**src/pec_pkg.sv**
```systemverilog
// constants and carrier types for the path error counters
package pec_pkg;
    localparam logic [7:0] ADDR_MASTER = 8'h00;
    localparam logic [7:0] ADDR_PARITY_LOW = 8'h38;
    localparam logic [7:0] ADDR_PARITY_HIGH = 8'h39;
    localparam logic [7:0] ADDR_FAR_END_LOW = 8'h3a;
    localparam logic [7:0] ADDR_FAR_END_HIGH = 8'h3b;
    localparam logic [7:0] ADDR_ACCUM_CONTROL = 8'h3d;
    localparam int BLOCK_MODE_BIT = 5;
    localparam logic [7:0] ACCUM_CONTROL_RESET = 8'h00;
    localparam logic [7:0] ACCUM_CONTROL_MASK = 8'h20;
    localparam logic [3:0] MAX_PARITY_BITS = 4'h8;
    localparam logic [15:0] COUNT_RESET = 16'h0000;
    localparam logic [15:0] COUNT_MAX = 16'hffff;
    localparam logic [7:0] READ_UNMAPPED = 8'h00;

    typedef struct packed {
        logic valid;
        logic [3:0] amount;
    } pec_event_type;

    typedef struct packed {
        logic cs_n;
        logic rd_n;
        logic wr_n;
        logic [7:0] addr;
        logic [7:0] data;
    } pec_bus_type;
endpackage : pec_pkg

```
**src/pec_accum.sv**
```systemverilog
// saturating 16-bit error accumulator with poll-to-holding transfer
`timescale 1ns/1ns
module pec_accum (
    // clock and reset
    input wire logic clk_sys,
    input wire logic reset_n,
    // events and poll
    input wire pec_pkg::pec_event_type event_in,
    input wire logic poll,
    // holding register
    output logic [15:0] hold_q
);
    logic [15:0] acc_q;
    logic [15:0] acc_d;
    logic [16:0] sum;

    always_comb begin
        sum = {1'b0, acc_q} + {13'h0000, event_in.amount};
        if (poll) begin
            // coincident event opens the new period
            acc_d = event_in.valid ? {12'h000, event_in.amount}
                                   : pec_pkg::COUNT_RESET;
        end else if (event_in.valid) begin
            acc_d = sum[16] ? pec_pkg::COUNT_MAX : sum[15:0];
        end else begin
            acc_d = acc_q;
        end
    end

    always_ff @(posedge clk_sys or negedge reset_n) begin
        if (!reset_n) begin
            acc_q <= pec_pkg::COUNT_RESET;
        end else begin
            acc_q <= acc_d;
        end
    end

    always_ff @(posedge clk_sys or negedge reset_n) begin
        if (!reset_n) begin
            hold_q <= pec_pkg::COUNT_RESET;
        end else if (poll) begin
            hold_q <= acc_q;
        end
    end
endmodule : pec_accum

```
**src/pec_path_error_counters.sv**
```systemverilog
// receive path parity and far-end block error counters with register port
`timescale 1ns/1ns
module pec_path_error_counters (
    // clock and reset
    input wire logic clk_sys,
    input wire logic reset_n,
    // microprocessor port pins
    input wire logic cs_n,
    input wire logic rd_n,
    input wire logic wr_n,
    input wire logic [7:0] addr,
    input wire logic [7:0] data_in,
    output logic [7:0] data_out,
    output logic data_oe,
    // overhead extraction events
    input wire logic spe_done,
    input wire logic [3:0] parity_bits,
    input wire logic g1_done,
    input wire logic [3:0] far_end_value,
    // poll strobe to other receive counters
    output logic poll_all
);
    pec_pkg::pec_bus_type bus_s1_q;
    pec_pkg::pec_bus_type bus_s2_q;
    pec_pkg::pec_bus_type bus_s3_q;
    logic [7:0] control_q;
    logic [7:0] data_out_q;
    logic data_oe_q;
    logic poll_all_q;
    logic write_done;
    logic path_poll;
    logic [15:0] parity_hold;
    logic [15:0] far_end_hold;
    logic [3:0] parity_clip;
    pec_pkg::pec_event_type parity_event;
    pec_pkg::pec_event_type far_end_event;

    function automatic logic is_counter_addr(input logic [7:0] a);
        is_counter_addr = a == pec_pkg::ADDR_PARITY_LOW
            || a == pec_pkg::ADDR_PARITY_HIGH
            || a == pec_pkg::ADDR_FAR_END_LOW
            || a == pec_pkg::ADDR_FAR_END_HIGH;
    endfunction : is_counter_addr

    // two-stage pin synchroniser, third stage for edge detect
    always_ff @(posedge clk_sys or negedge reset_n) begin
        if (!reset_n) begin
            bus_s1_q <= '{cs_n: 1'b1, rd_n: 1'b1, wr_n: 1'b1,
                          addr: 8'h00, data: 8'h00};
            bus_s2_q <= '{cs_n: 1'b1, rd_n: 1'b1, wr_n: 1'b1,
                          addr: 8'h00, data: 8'h00};
            bus_s3_q <= '{cs_n: 1'b1, rd_n: 1'b1, wr_n: 1'b1,
                          addr: 8'h00, data: 8'h00};
        end else begin
            bus_s1_q <= '{cs_n: cs_n, rd_n: rd_n, wr_n: wr_n,
                          addr: addr, data: data_in};
            bus_s2_q <= bus_s1_q;
            bus_s3_q <= bus_s2_q;
        end
    end

    // write completes on trailing edge of the strobe
    assign write_done = bus_s2_q.wr_n && !bus_s3_q.wr_n && !bus_s3_q.cs_n;
    assign path_poll = write_done && (is_counter_addr(bus_s3_q.addr)
        || bus_s3_q.addr == pec_pkg::ADDR_MASTER);

    always_ff @(posedge clk_sys or negedge reset_n) begin
        if (!reset_n) begin
            poll_all_q <= 1'b0;
        end else begin
            poll_all_q <= write_done
                && bus_s3_q.addr == pec_pkg::ADDR_MASTER;
        end
    end
    assign poll_all = poll_all_q;

    always_ff @(posedge clk_sys or negedge reset_n) begin
        if (!reset_n) begin
            control_q <= pec_pkg::ACCUM_CONTROL_RESET;
        end else if (write_done
                     && bus_s3_q.addr == pec_pkg::ADDR_ACCUM_CONTROL) begin
            control_q <= bus_s3_q.data & pec_pkg::ACCUM_CONTROL_MASK;
        end
    end

    // event shaping per payload envelope
    always_comb begin
        parity_clip = parity_bits > pec_pkg::MAX_PARITY_BITS
            ? pec_pkg::MAX_PARITY_BITS : parity_bits;
        parity_event.valid = spe_done;
        if (control_q[pec_pkg::BLOCK_MODE_BIT]) begin
            parity_event.amount = {3'h0, parity_bits != 4'h0};
        end else begin
            parity_event.amount = parity_clip;
        end
        far_end_event.valid = g1_done;
        far_end_event.amount = far_end_value;
    end

    pec_accum u_parity (
        .clk_sys(clk_sys),
        .reset_n(reset_n),
        .event_in(parity_event),
        .poll(path_poll),
        .hold_q(parity_hold)
    );

    pec_accum u_far_end (
        .clk_sys(clk_sys),
        .reset_n(reset_n),
        .event_in(far_end_event),
        .poll(path_poll),
        .hold_q(far_end_hold)
    );

    // registered read data while strobe held
    always_ff @(posedge clk_sys or negedge reset_n) begin
        if (!reset_n) begin
            data_out_q <= 8'h00;
            data_oe_q <= 1'b0;
        end else begin
            data_oe_q <= !bus_s2_q.cs_n && !bus_s2_q.rd_n;
            case (bus_s2_q.addr)
                pec_pkg::ADDR_PARITY_LOW: begin
                    data_out_q <= parity_hold[7:0];
                end
                pec_pkg::ADDR_PARITY_HIGH: begin
                    data_out_q <= parity_hold[15:8];
                end
                pec_pkg::ADDR_FAR_END_LOW: begin
                    data_out_q <= far_end_hold[7:0];
                end
                pec_pkg::ADDR_FAR_END_HIGH: begin
                    data_out_q <= far_end_hold[15:8];
                end
                pec_pkg::ADDR_ACCUM_CONTROL: begin
                    data_out_q <= control_q;
                end
                default: begin
                    data_out_q <= pec_pkg::READ_UNMAPPED;
                end
            endcase
        end
    end
    assign data_out = data_out_q;
    assign data_oe = data_oe_q;
endmodule : pec_path_error_counters

```
**config.mk**
```make
export PLATFORM = sky130hd
export DESIGN_NAME = pec_path_error_counters
export DESIGN_NICKNAME = d
export VERILOG_FILES = /design/src/pec_pkg.sv /design/src/pec_accum.sv /design/src/pec_path_error_counters.sv
export SDC_FILE = /design/constraint.sdc
export NUM_CORES = 1
export LEC_CHECK = 0
export CAP_MARGIN = 15
export CORE_MARGIN = 1.5
export CORE_UTILIZATION = 68
export CTS_CLUSTER_SIZE = 10
export DETAILED_ROUTE_END_ITERATION = 12
export DONT_BUFFER_PORTS = 1
export GPL_ROUTABILITY_DRIVEN = 0
export GPL_TIMING_DRIVEN = 0
export PLACE_DENSITY_LB_ADDON = 0.15
export SETUP_SLACK_MARGIN = 0.5
export SYNTH_ARGS = -nofsm -noshare
export SYNTH_HDL_FRONTEND = slang
export SYNTH_HIERARCHICAL = 1
export SYNTH_SLANG_ARGS = --single-unit
```
**constraint.sdc**
```tcl
create_clock -name clk_sys -period 5.45 [get_ports clk_sys]
set_clock_uncertainty 0.1 [all_clocks]
set_input_delay 1.09 -clock clk_sys [delete_from_list [all_inputs] [get_ports clk_sys]]
set_output_delay 1.09 -clock clk_sys [all_outputs]
set_load 0.1 [all_outputs]
```
==> results of run 1 <==
## cells by family after synthesis
kind of cell | after synthesis
AOI/OAI and AO/OA | 82
xor gates and xnor gates | 4
adders and majority gates | 10
buffers and inverters | 32
DFF | 110
muxes | 43
and+or+nand+nor | 119
## critical path, stage by stage
cell and delay (ns):
o31ai_1 0.20, o21ai_0 0.17, ha_1 0.26, fa_1 0.43, a211o_1 0.34, and2_1 0.22, and3_1 0.20, buf_4 0.16
nor3_1 0.18, nor3_1 0.07
## area by class of cell
type                       instances  area [µm²]
sequential                       110        2760
multi-input combinational        258        1960
fill                             455        1680
clock buffer                       9         124
buffer                            21         124
tap                               96         120
clock inverter                     7        57.6
inverter                          11        41.3
## routing by layer
metal  GRT usage [%]  part of all wire [%]  vias up
met4            9.52                   1.8        0
met2            46.6                    52       66
met1            33.6                    42     1655
met3            6.31                   3.9       15
li1                -                     -     1512
met5               0                     0        -
## report_power, final
part | internal (mW) | leakage [nW] | switching, mW
registers | 0.907 | 1.39 | 0.101
logic | 0.176 | 0.848 | 0.176
clock network | 0.172 | 0.0877 | 0.278
total | 1.25 | 2.33 | 0.555
## final timing paths
check	start	cells past startpoint	endpoint
setup / recovery	parity_bits[3]	10	u_parity/acc_q[13]$_DFFE_PN0P_
hold / removal	bus_s1_q[10]$_DFF_PN0_	0	bus_s2_q[10]$_DFF_PN0_
setup reg to reg	bus_s2_q[16]$_DFF_PN1_	6	u_parity/hold_q[6]$_DFFE_PN0P_
hold reg to reg	bus_s1_q[10]$_DFF_PN0_	0	bus_s2_q[10]$_DFF_PN0_
max in group asynchronous	reset_n	0	bus_s2_q[17]$_DFF_PN1_
min in group asynchronous	reset_n	0	u_parity/acc_q[14]$_DFFE_PN0P_
## placed cells by master, fill, tap and decap left out, drive strengths merged, types with 8 or more instances in the layout
cell	n
nor3	20
a21oi	12
and3	12
clkbuf	18
o21ai	8
ha	8
nand2	14
nand3	21
mux2	40
dfstp	8
dfrtp	102
buf	12
a21o	8
nor2	13
a31oi	12
inv	13
## per-stage QoR
stage / instance area, µm² / std cells
after global routing: 5190 / 512
final: 5190 / 512
after floorplan: 4890 / 400
after detailed placement: 5010 / 496
after global placement: 5010 / 496
after CTS: 5190 / 512
## state kept, by name, summed over array words and instances (netlist names)
name              count
u_parity/hold_q      16
bus_s2_q             12
u_parity/acc_q       16
control_q             1
bus_s3_q             11
u_far_end/acc_q      16
data_oe               1
u_far_end/hold_q     16
data_out              8
poll_all              1
bus_s1_q             12
==> impl_metrics.py, run 1 <==
metrics = {
    "pwr": {
        "vdd_ir_drop_max_mv": 0.266,
        "power_mw": 1.81,
        "leakage_nw": 2.33,
        "power_density_nw_per_um2": 349,
    },
    "synthesis": {
        "synth_nets": 441,
        "ys_top_cells_by_area": "dfrtp_1, mux2_2, dfstp_2",
        "synth_top_family_by_area": "simple AND/OR/NAND/NOR gates",
        "synth_seq_cells": 110,
        "synth-simple-area-share_pct": 15.0,
        "synth_compound_area_share_pct": 11.7,
        "synth.avg_cell_area_um2": 12.2,
        "synthArstFlopShare_pct": 100,
        "synthMuxAreaShare_pct": 9.83,
        "yosys-top-cells-count": "dfrtp_1, mux2_2, nand3_1, nor3_1, nand2_1",
        "synthXorXnorAreaFrac_pct": 0.717,
        "yosys.area_share.adder_pct": 2.87,
        "yosysTopAreaCellShare_pct": 52.2,
        "synth-edff-count": 0,
        "netlist_area_um2": 4890,
        "synth.distinct_cells": 64,
        "syn-instance-count": 400,
        "ys_seq_area_share_pct": 56.5,
        "yosys_most_used_dff": "dfrtp_1",
        "synth_most_common_cell": "dfrtp_1",
        "yosysWarnings": 6,
        "synth_top_cell_by_area": "dfrtp_1",
    },
    "worst_setup_path": {
        "rrSetupSlack_ns": 2.49,
        "arrival_ns": 3.34,
        "crit_type": "input pin to flop",
        "critPathRequiredTime_ns": 5.59,
        "cp_max_fo": 7,
        "crit_path_end_kind": "flop",
        "start_kind": "input pin",
    },
    "finish": {
        "final_util_pct": 75.5,
        "layout.nets": 452,
        "layout-drive-gt1-share_pct": 20.4,
        "area_growth_pct": 6.17,
        "antenna_cells": 0,
    },
    "clock_network": {
        "cts_setup_buffers": 0,
        "clockBufferDepth": 2,
        "cts_made_buffers": 9,
        "clk_latency_ns": 0.37,
        "cts_tree": "done",
        "cts-resized-gates": 0,
        "hold_buffers": 0,
        "htree_num_levels": 3,
        "cts.clk_slew.worst_paths_ns": 0.11,
        "cts.sinks": 110,
        "root_buffer": "clkbuf_8",
    },
    "die": {
        "fp-row-count": 30,
        "coreArea_um2": 6870,
        "ioPinCount": 41,
        "die_area_um2": 7700,
        "die_width_um": 87.8,
        "initial_core_util_pct": 71.1,
        "die_height_um": 87.8,
    },
    "routing": {
        "drt_iter0_drc": 157,
        "drt_pass1_iterations": 4,
        "wire_per_inst_um": 18.5,
        "viasPerCell": 6.34,
        "routed_wl_um": 9490,
        "drcViolationCount": 0,
        "vias": 3248,
        "ant_nets": 0,
    },
    "sta": {
        "min_period_ns": 3.20,
        "rsz0062_at_grt": "false",
        "layout_setup_ws_ns": 2.25,
        "fin_hold_ws_ns": 0.255,
        "fmax_mhz": 313,
        "period_share_pct": 58.6,
        "slew_headroom_pct": 38.9,
        "tns_ns": 0,
        "worst_slew_pin_slew_ns": 0.917,
        "maxSlewViolCount": 0,
        "setup_viol": 0,
        "hold_viol": 0,
    },
    "global_route": {
        "globalRouteOverflowTotal": 0,
        "grt_max_degree": 111,
        "grt_pass1_vias": 3269,
        "track_usage_pct": 27.1,
        "antenna_found_initial": 0,
        "grt_pass1_wl_um": 15600,
    },
    "place": {
        "post-dp-hpwl_um": 6760,
        "dpl_worst_slack_ns": 1.88,
        "numPortBuffers": 0,
    },
    "flow_run": {
        "cap_violations": 0,
    },
    "run_status": {
        "outcome": "finished clean",
    },
    "min_path": {
        "min_path_type": "flop to flop",
    },
}
(Power assumes the default switching activity.)
==> run 2, diff against run 1 <==
--- a/config.mk
+++ b/config.mk
@@ -7,7 +7,7 @@
 export LEC_CHECK = 0
 export CAP_MARGIN = 15
 export CORE_MARGIN = 1.5
-export CORE_UTILIZATION = 68
+export CORE_UTILIZATION = 57
 export CTS_CLUSTER_SIZE = 10
 export DETAILED_ROUTE_END_ITERATION = 12
 export DONT_BUFFER_PORTS = 1
==> constraint.sdc (replaced) <==
create_clock -name clk_sys -period 2.8 [get_ports clk_sys]
set_clock_uncertainty 0.1 [all_clocks]
set_input_delay 0.56 -clock clk_sys [delete_from_list [all_inputs] [get_ports clk_sys]]
set_output_delay 0.56 -clock clk_sys [all_outputs]
set_load 0.1 [all_outputs]
==> run 2 against run 1 <==
Effect of this change:
- the flow now finishes with violations (negative hold slack)
- count of clock-buffer cells in the layout stayed put
- die area is 19% higher
- non-clock buffer count rose by 32
- routed wire length rose by 15%
==> impl_metrics.py, run 2 (synthesis results as in run 1) <==
metrics = {
    "worst_setup_path": {
        "rrSetupSlack_ns": 0.29,
        "arrival_ns": 2.67,
        "critPathMaxStageDelay_ns": 0.45,
        "critPathRequiredTime_ns": 2.96,
        "slowest_stage": "dfrtp_2",
        "rr_endpoint": "u_parity/acc_q[1]$_DFFE_PN0P_",
        "start_kind": "flop",
        "cp_cell_sequence": "o31ai_4 -> o21ai_2 -> ha_2 -> fa_2 -> a211o_1 -> and2_4 -> and3_4 -> buf_8 -> o22ai_2 -> o21ai_1",
        "r2r_start": "control_q[5]$_DFFE_PN0P_",
        "crit_type": "flop to flop",
        "ff2ff_path_depth": 10,
        "cp_max_fo": 7,
        "crit_path_end_kind": "flop",
    },
    "finish": {
        "layout.nets": 484,
        "final_common_cell": "dfrtp_1",
        "seq_area_um2": 2760,
        "fill_cells": 572,
        "final_cell_mix": "dfrtp_1, mux2_2, buf_4",
        "area_growth_pct": 18.8,
        "multiInputGateArea_um2": 2200,
        "layout-drive-gt1-share_pct": 36.2,
        "antenna_cells": 0,
        "final_util_pct": 70.3,
    },
    "sta": {
        "worst_slew_pin_slew_ns": 0.915,
        "fin_hold_ws_ns": -0.234,
        "period_share_pct": 89.6,
        "maxSlewViolCount": 0,
        "setup_viol": 0,
        "hold_viol": 108,
        "min_period_ns": 2.51,
        "tns_ns": 0,
        "fmax_mhz": 398,
        "slew_headroom_pct": 39.0,
        "rsz0062_at_grt": "true",
        "layout_setup_ws_ns": 0.290,
    },
    "place": {
        "dpl_worst_slack_ns": 0.0436,
        "numPortBuffers": 0,
        "post-dp-hpwl_um": 6880,
    },
    "global_route": {
        "grt_pass1_wl_um": 16700,
        "track_usage_pct": 24.4,
        "antenna_found_initial": 1,
        "grt_pass1_vias": 3310,
        "globalRouteOverflowTotal": 0,
        "grt_max_degree": 111,
    },
    "pwr": {
        "vdd_ir_drop_max_mv": 0.448,
        "power.share.clock_pct": 25.0,
        "pwr-share-comb_pct": 23.9,
        "swShare_pct": 32.3,
        "power.internal_mw": 2.63,
        "power_density_nw_per_um2": 668,
        "p_sw_mw": 1.25,
        "p_seq_share_pct": 51.1,
        "leakage_nw": 2.58,
    },
    "min_path": {
        "min_path_type": "input pin to async pin",
    },
    "die": {
        "coreArea_um2": 8260,
        "ioPinCount": 41,
        "die_width_um": 95.6,
        "fp-row-count": 33,
        "die_height_um": 95.6,
        "initial_core_util_pct": 59.2,
        "die_area_um2": 9140,
    },
    "routing": {
        "ant_nets": 0,
        "viasPerCell": 6.16,
        "wire_per_inst_um": 19.8,
        "routed_wl_um": 10900,
        "drcViolationCount": 0,
        "drt_pass1_iterations": 4,
        "drt_iter0_drc": 175,
        "vias": 3408,
    },
    "clock_network": {
        "root_buffer": "clkbuf_8",
        "cts_made_buffers": 9,
        "clk_latency_ns": 0.37,
        "clockBufferDepth": 2,
        "cts.sinks": 110,
        "cts.clk_slew.worst_paths_ns": 0.12,
        "cts_tree": "done",
        "htree_num_levels": 3,
    },
    "run_status": {
        "outcome": "complete, but fails checks",
        "violations": "negative hold slack",
    },
    "flow_run": {
        "cap_violations": 0,
    },
}
[run 2: cell types whose count changed in the layout (fill, tap and decap cells not counted), moves of 4 or more]
cell	previous run	this run
buf_4	1	26
nor3_2	0	6
ha_1	8	4
and3_4	1	5
buf_8	0	4
nor3_1	19	12
buf_6	4	10
clkinv_8	0	4
clkbuf_1	8	1
[run 2: repair_timing]
item / in CTS / in global routing
pin swaps: 8 / 27
endpoints found under the hold margin: 110 / 110
setup endpoints to repair: 53 / 44
setup buffers: 14 / 16
resized for setup: 24 / 38
cloned: 0 / 2
[run 2: critical path: cells and delay by family, from the launching register on]
kind | cells | cell delay (ns)
AND/OR/NAND/NOR | 2 | 0.35
flip-flops | 1 | 0.45
adder cells (fa/ha/maj) | 2 | 0.64
buffers and inverters | 1 | 0.14
AO/OA/AOI/OAI | 5 | 0.74
[run 2: how the worst max path moves through the flow]
| stage | to | start | slack, ns |
|---|---|---|---|
| floorplan | u_parity/acc_q[9]$_DFFE_PN0P_ | parity_bits[1] | 0.22 |
| global placement | u_parity/acc_q[3]$_DFFE_PN0P_ | bus_s2_q[16]$_DFF_PN1_ | 0.06 |
| detailed placement | u_parity/acc_q[9]$_DFFE_PN0P_ | parity_bits[1] | 0.04 |
| CTS | u_parity/acc_q[9]$_DFFE_PN0P_ | control_q[5]$_DFFE_PN0P_ | 0.43 |
| global route | u_parity/acc_q[1]$_DFFE_PN0P_ | control_q[5]$_DFFE_PN0P_ | 0.23 |
| finish | u_parity/acc_q[1]$_DFFE_PN0P_ | control_q[5]$_DFFE_PN0P_ | 0.29 |
[run 2: power by group through the flow]
stage | combinational [mW] | clock, mW | sequential [mW]
after floorplan | 0.588 | 0 | 1.92
after global placement | 0.670 | 0 | 1.98
after detailed placement | 0.703 | 0 | 1.99
after CTS | 0.795 | 0.997 | 1.97
after global routing | 1.01 | 1.07 | 2.01
final | 0.927 | 0.971 | 1.98
[run 2: metal layers]
layer,vias to the layer above,wire (µm),track usage [%]
li1,1574,-,-
met1,1725,4430,30.9
met2,83,5850,41.0
met3,24,464,5.50
met4,2,187,8.58
met5,-,10,0
[run 2: stage by stage]
stage / power (mW) / instances / cell area [µm²]
finish: 3.88 / 553 / 5810
global route: 4.09 / 553 / 5810
CTS: 3.76 / 535 / 5500
detailed placement: 2.70 / 505 / 5070
global placement: 2.65 / 505 / 5070
floorplan: 2.51 / 400 / 4940
[run 2: cell type report]
| type | count | area share, % |
|---|---|---|
| clock buffers | 9 | 2.13 |
| plain buffers | 21 | 3.08 |
| multi-input cells | 258 | 37.9 |
| clock inverters | 7 | 1.57 |
| repair buffers | 32 | 4.72 |
| inverters | 11 | 0.711 |
| well taps | 105 | 2.26 |
| flip-flops and latches | 110 | 47.6 |
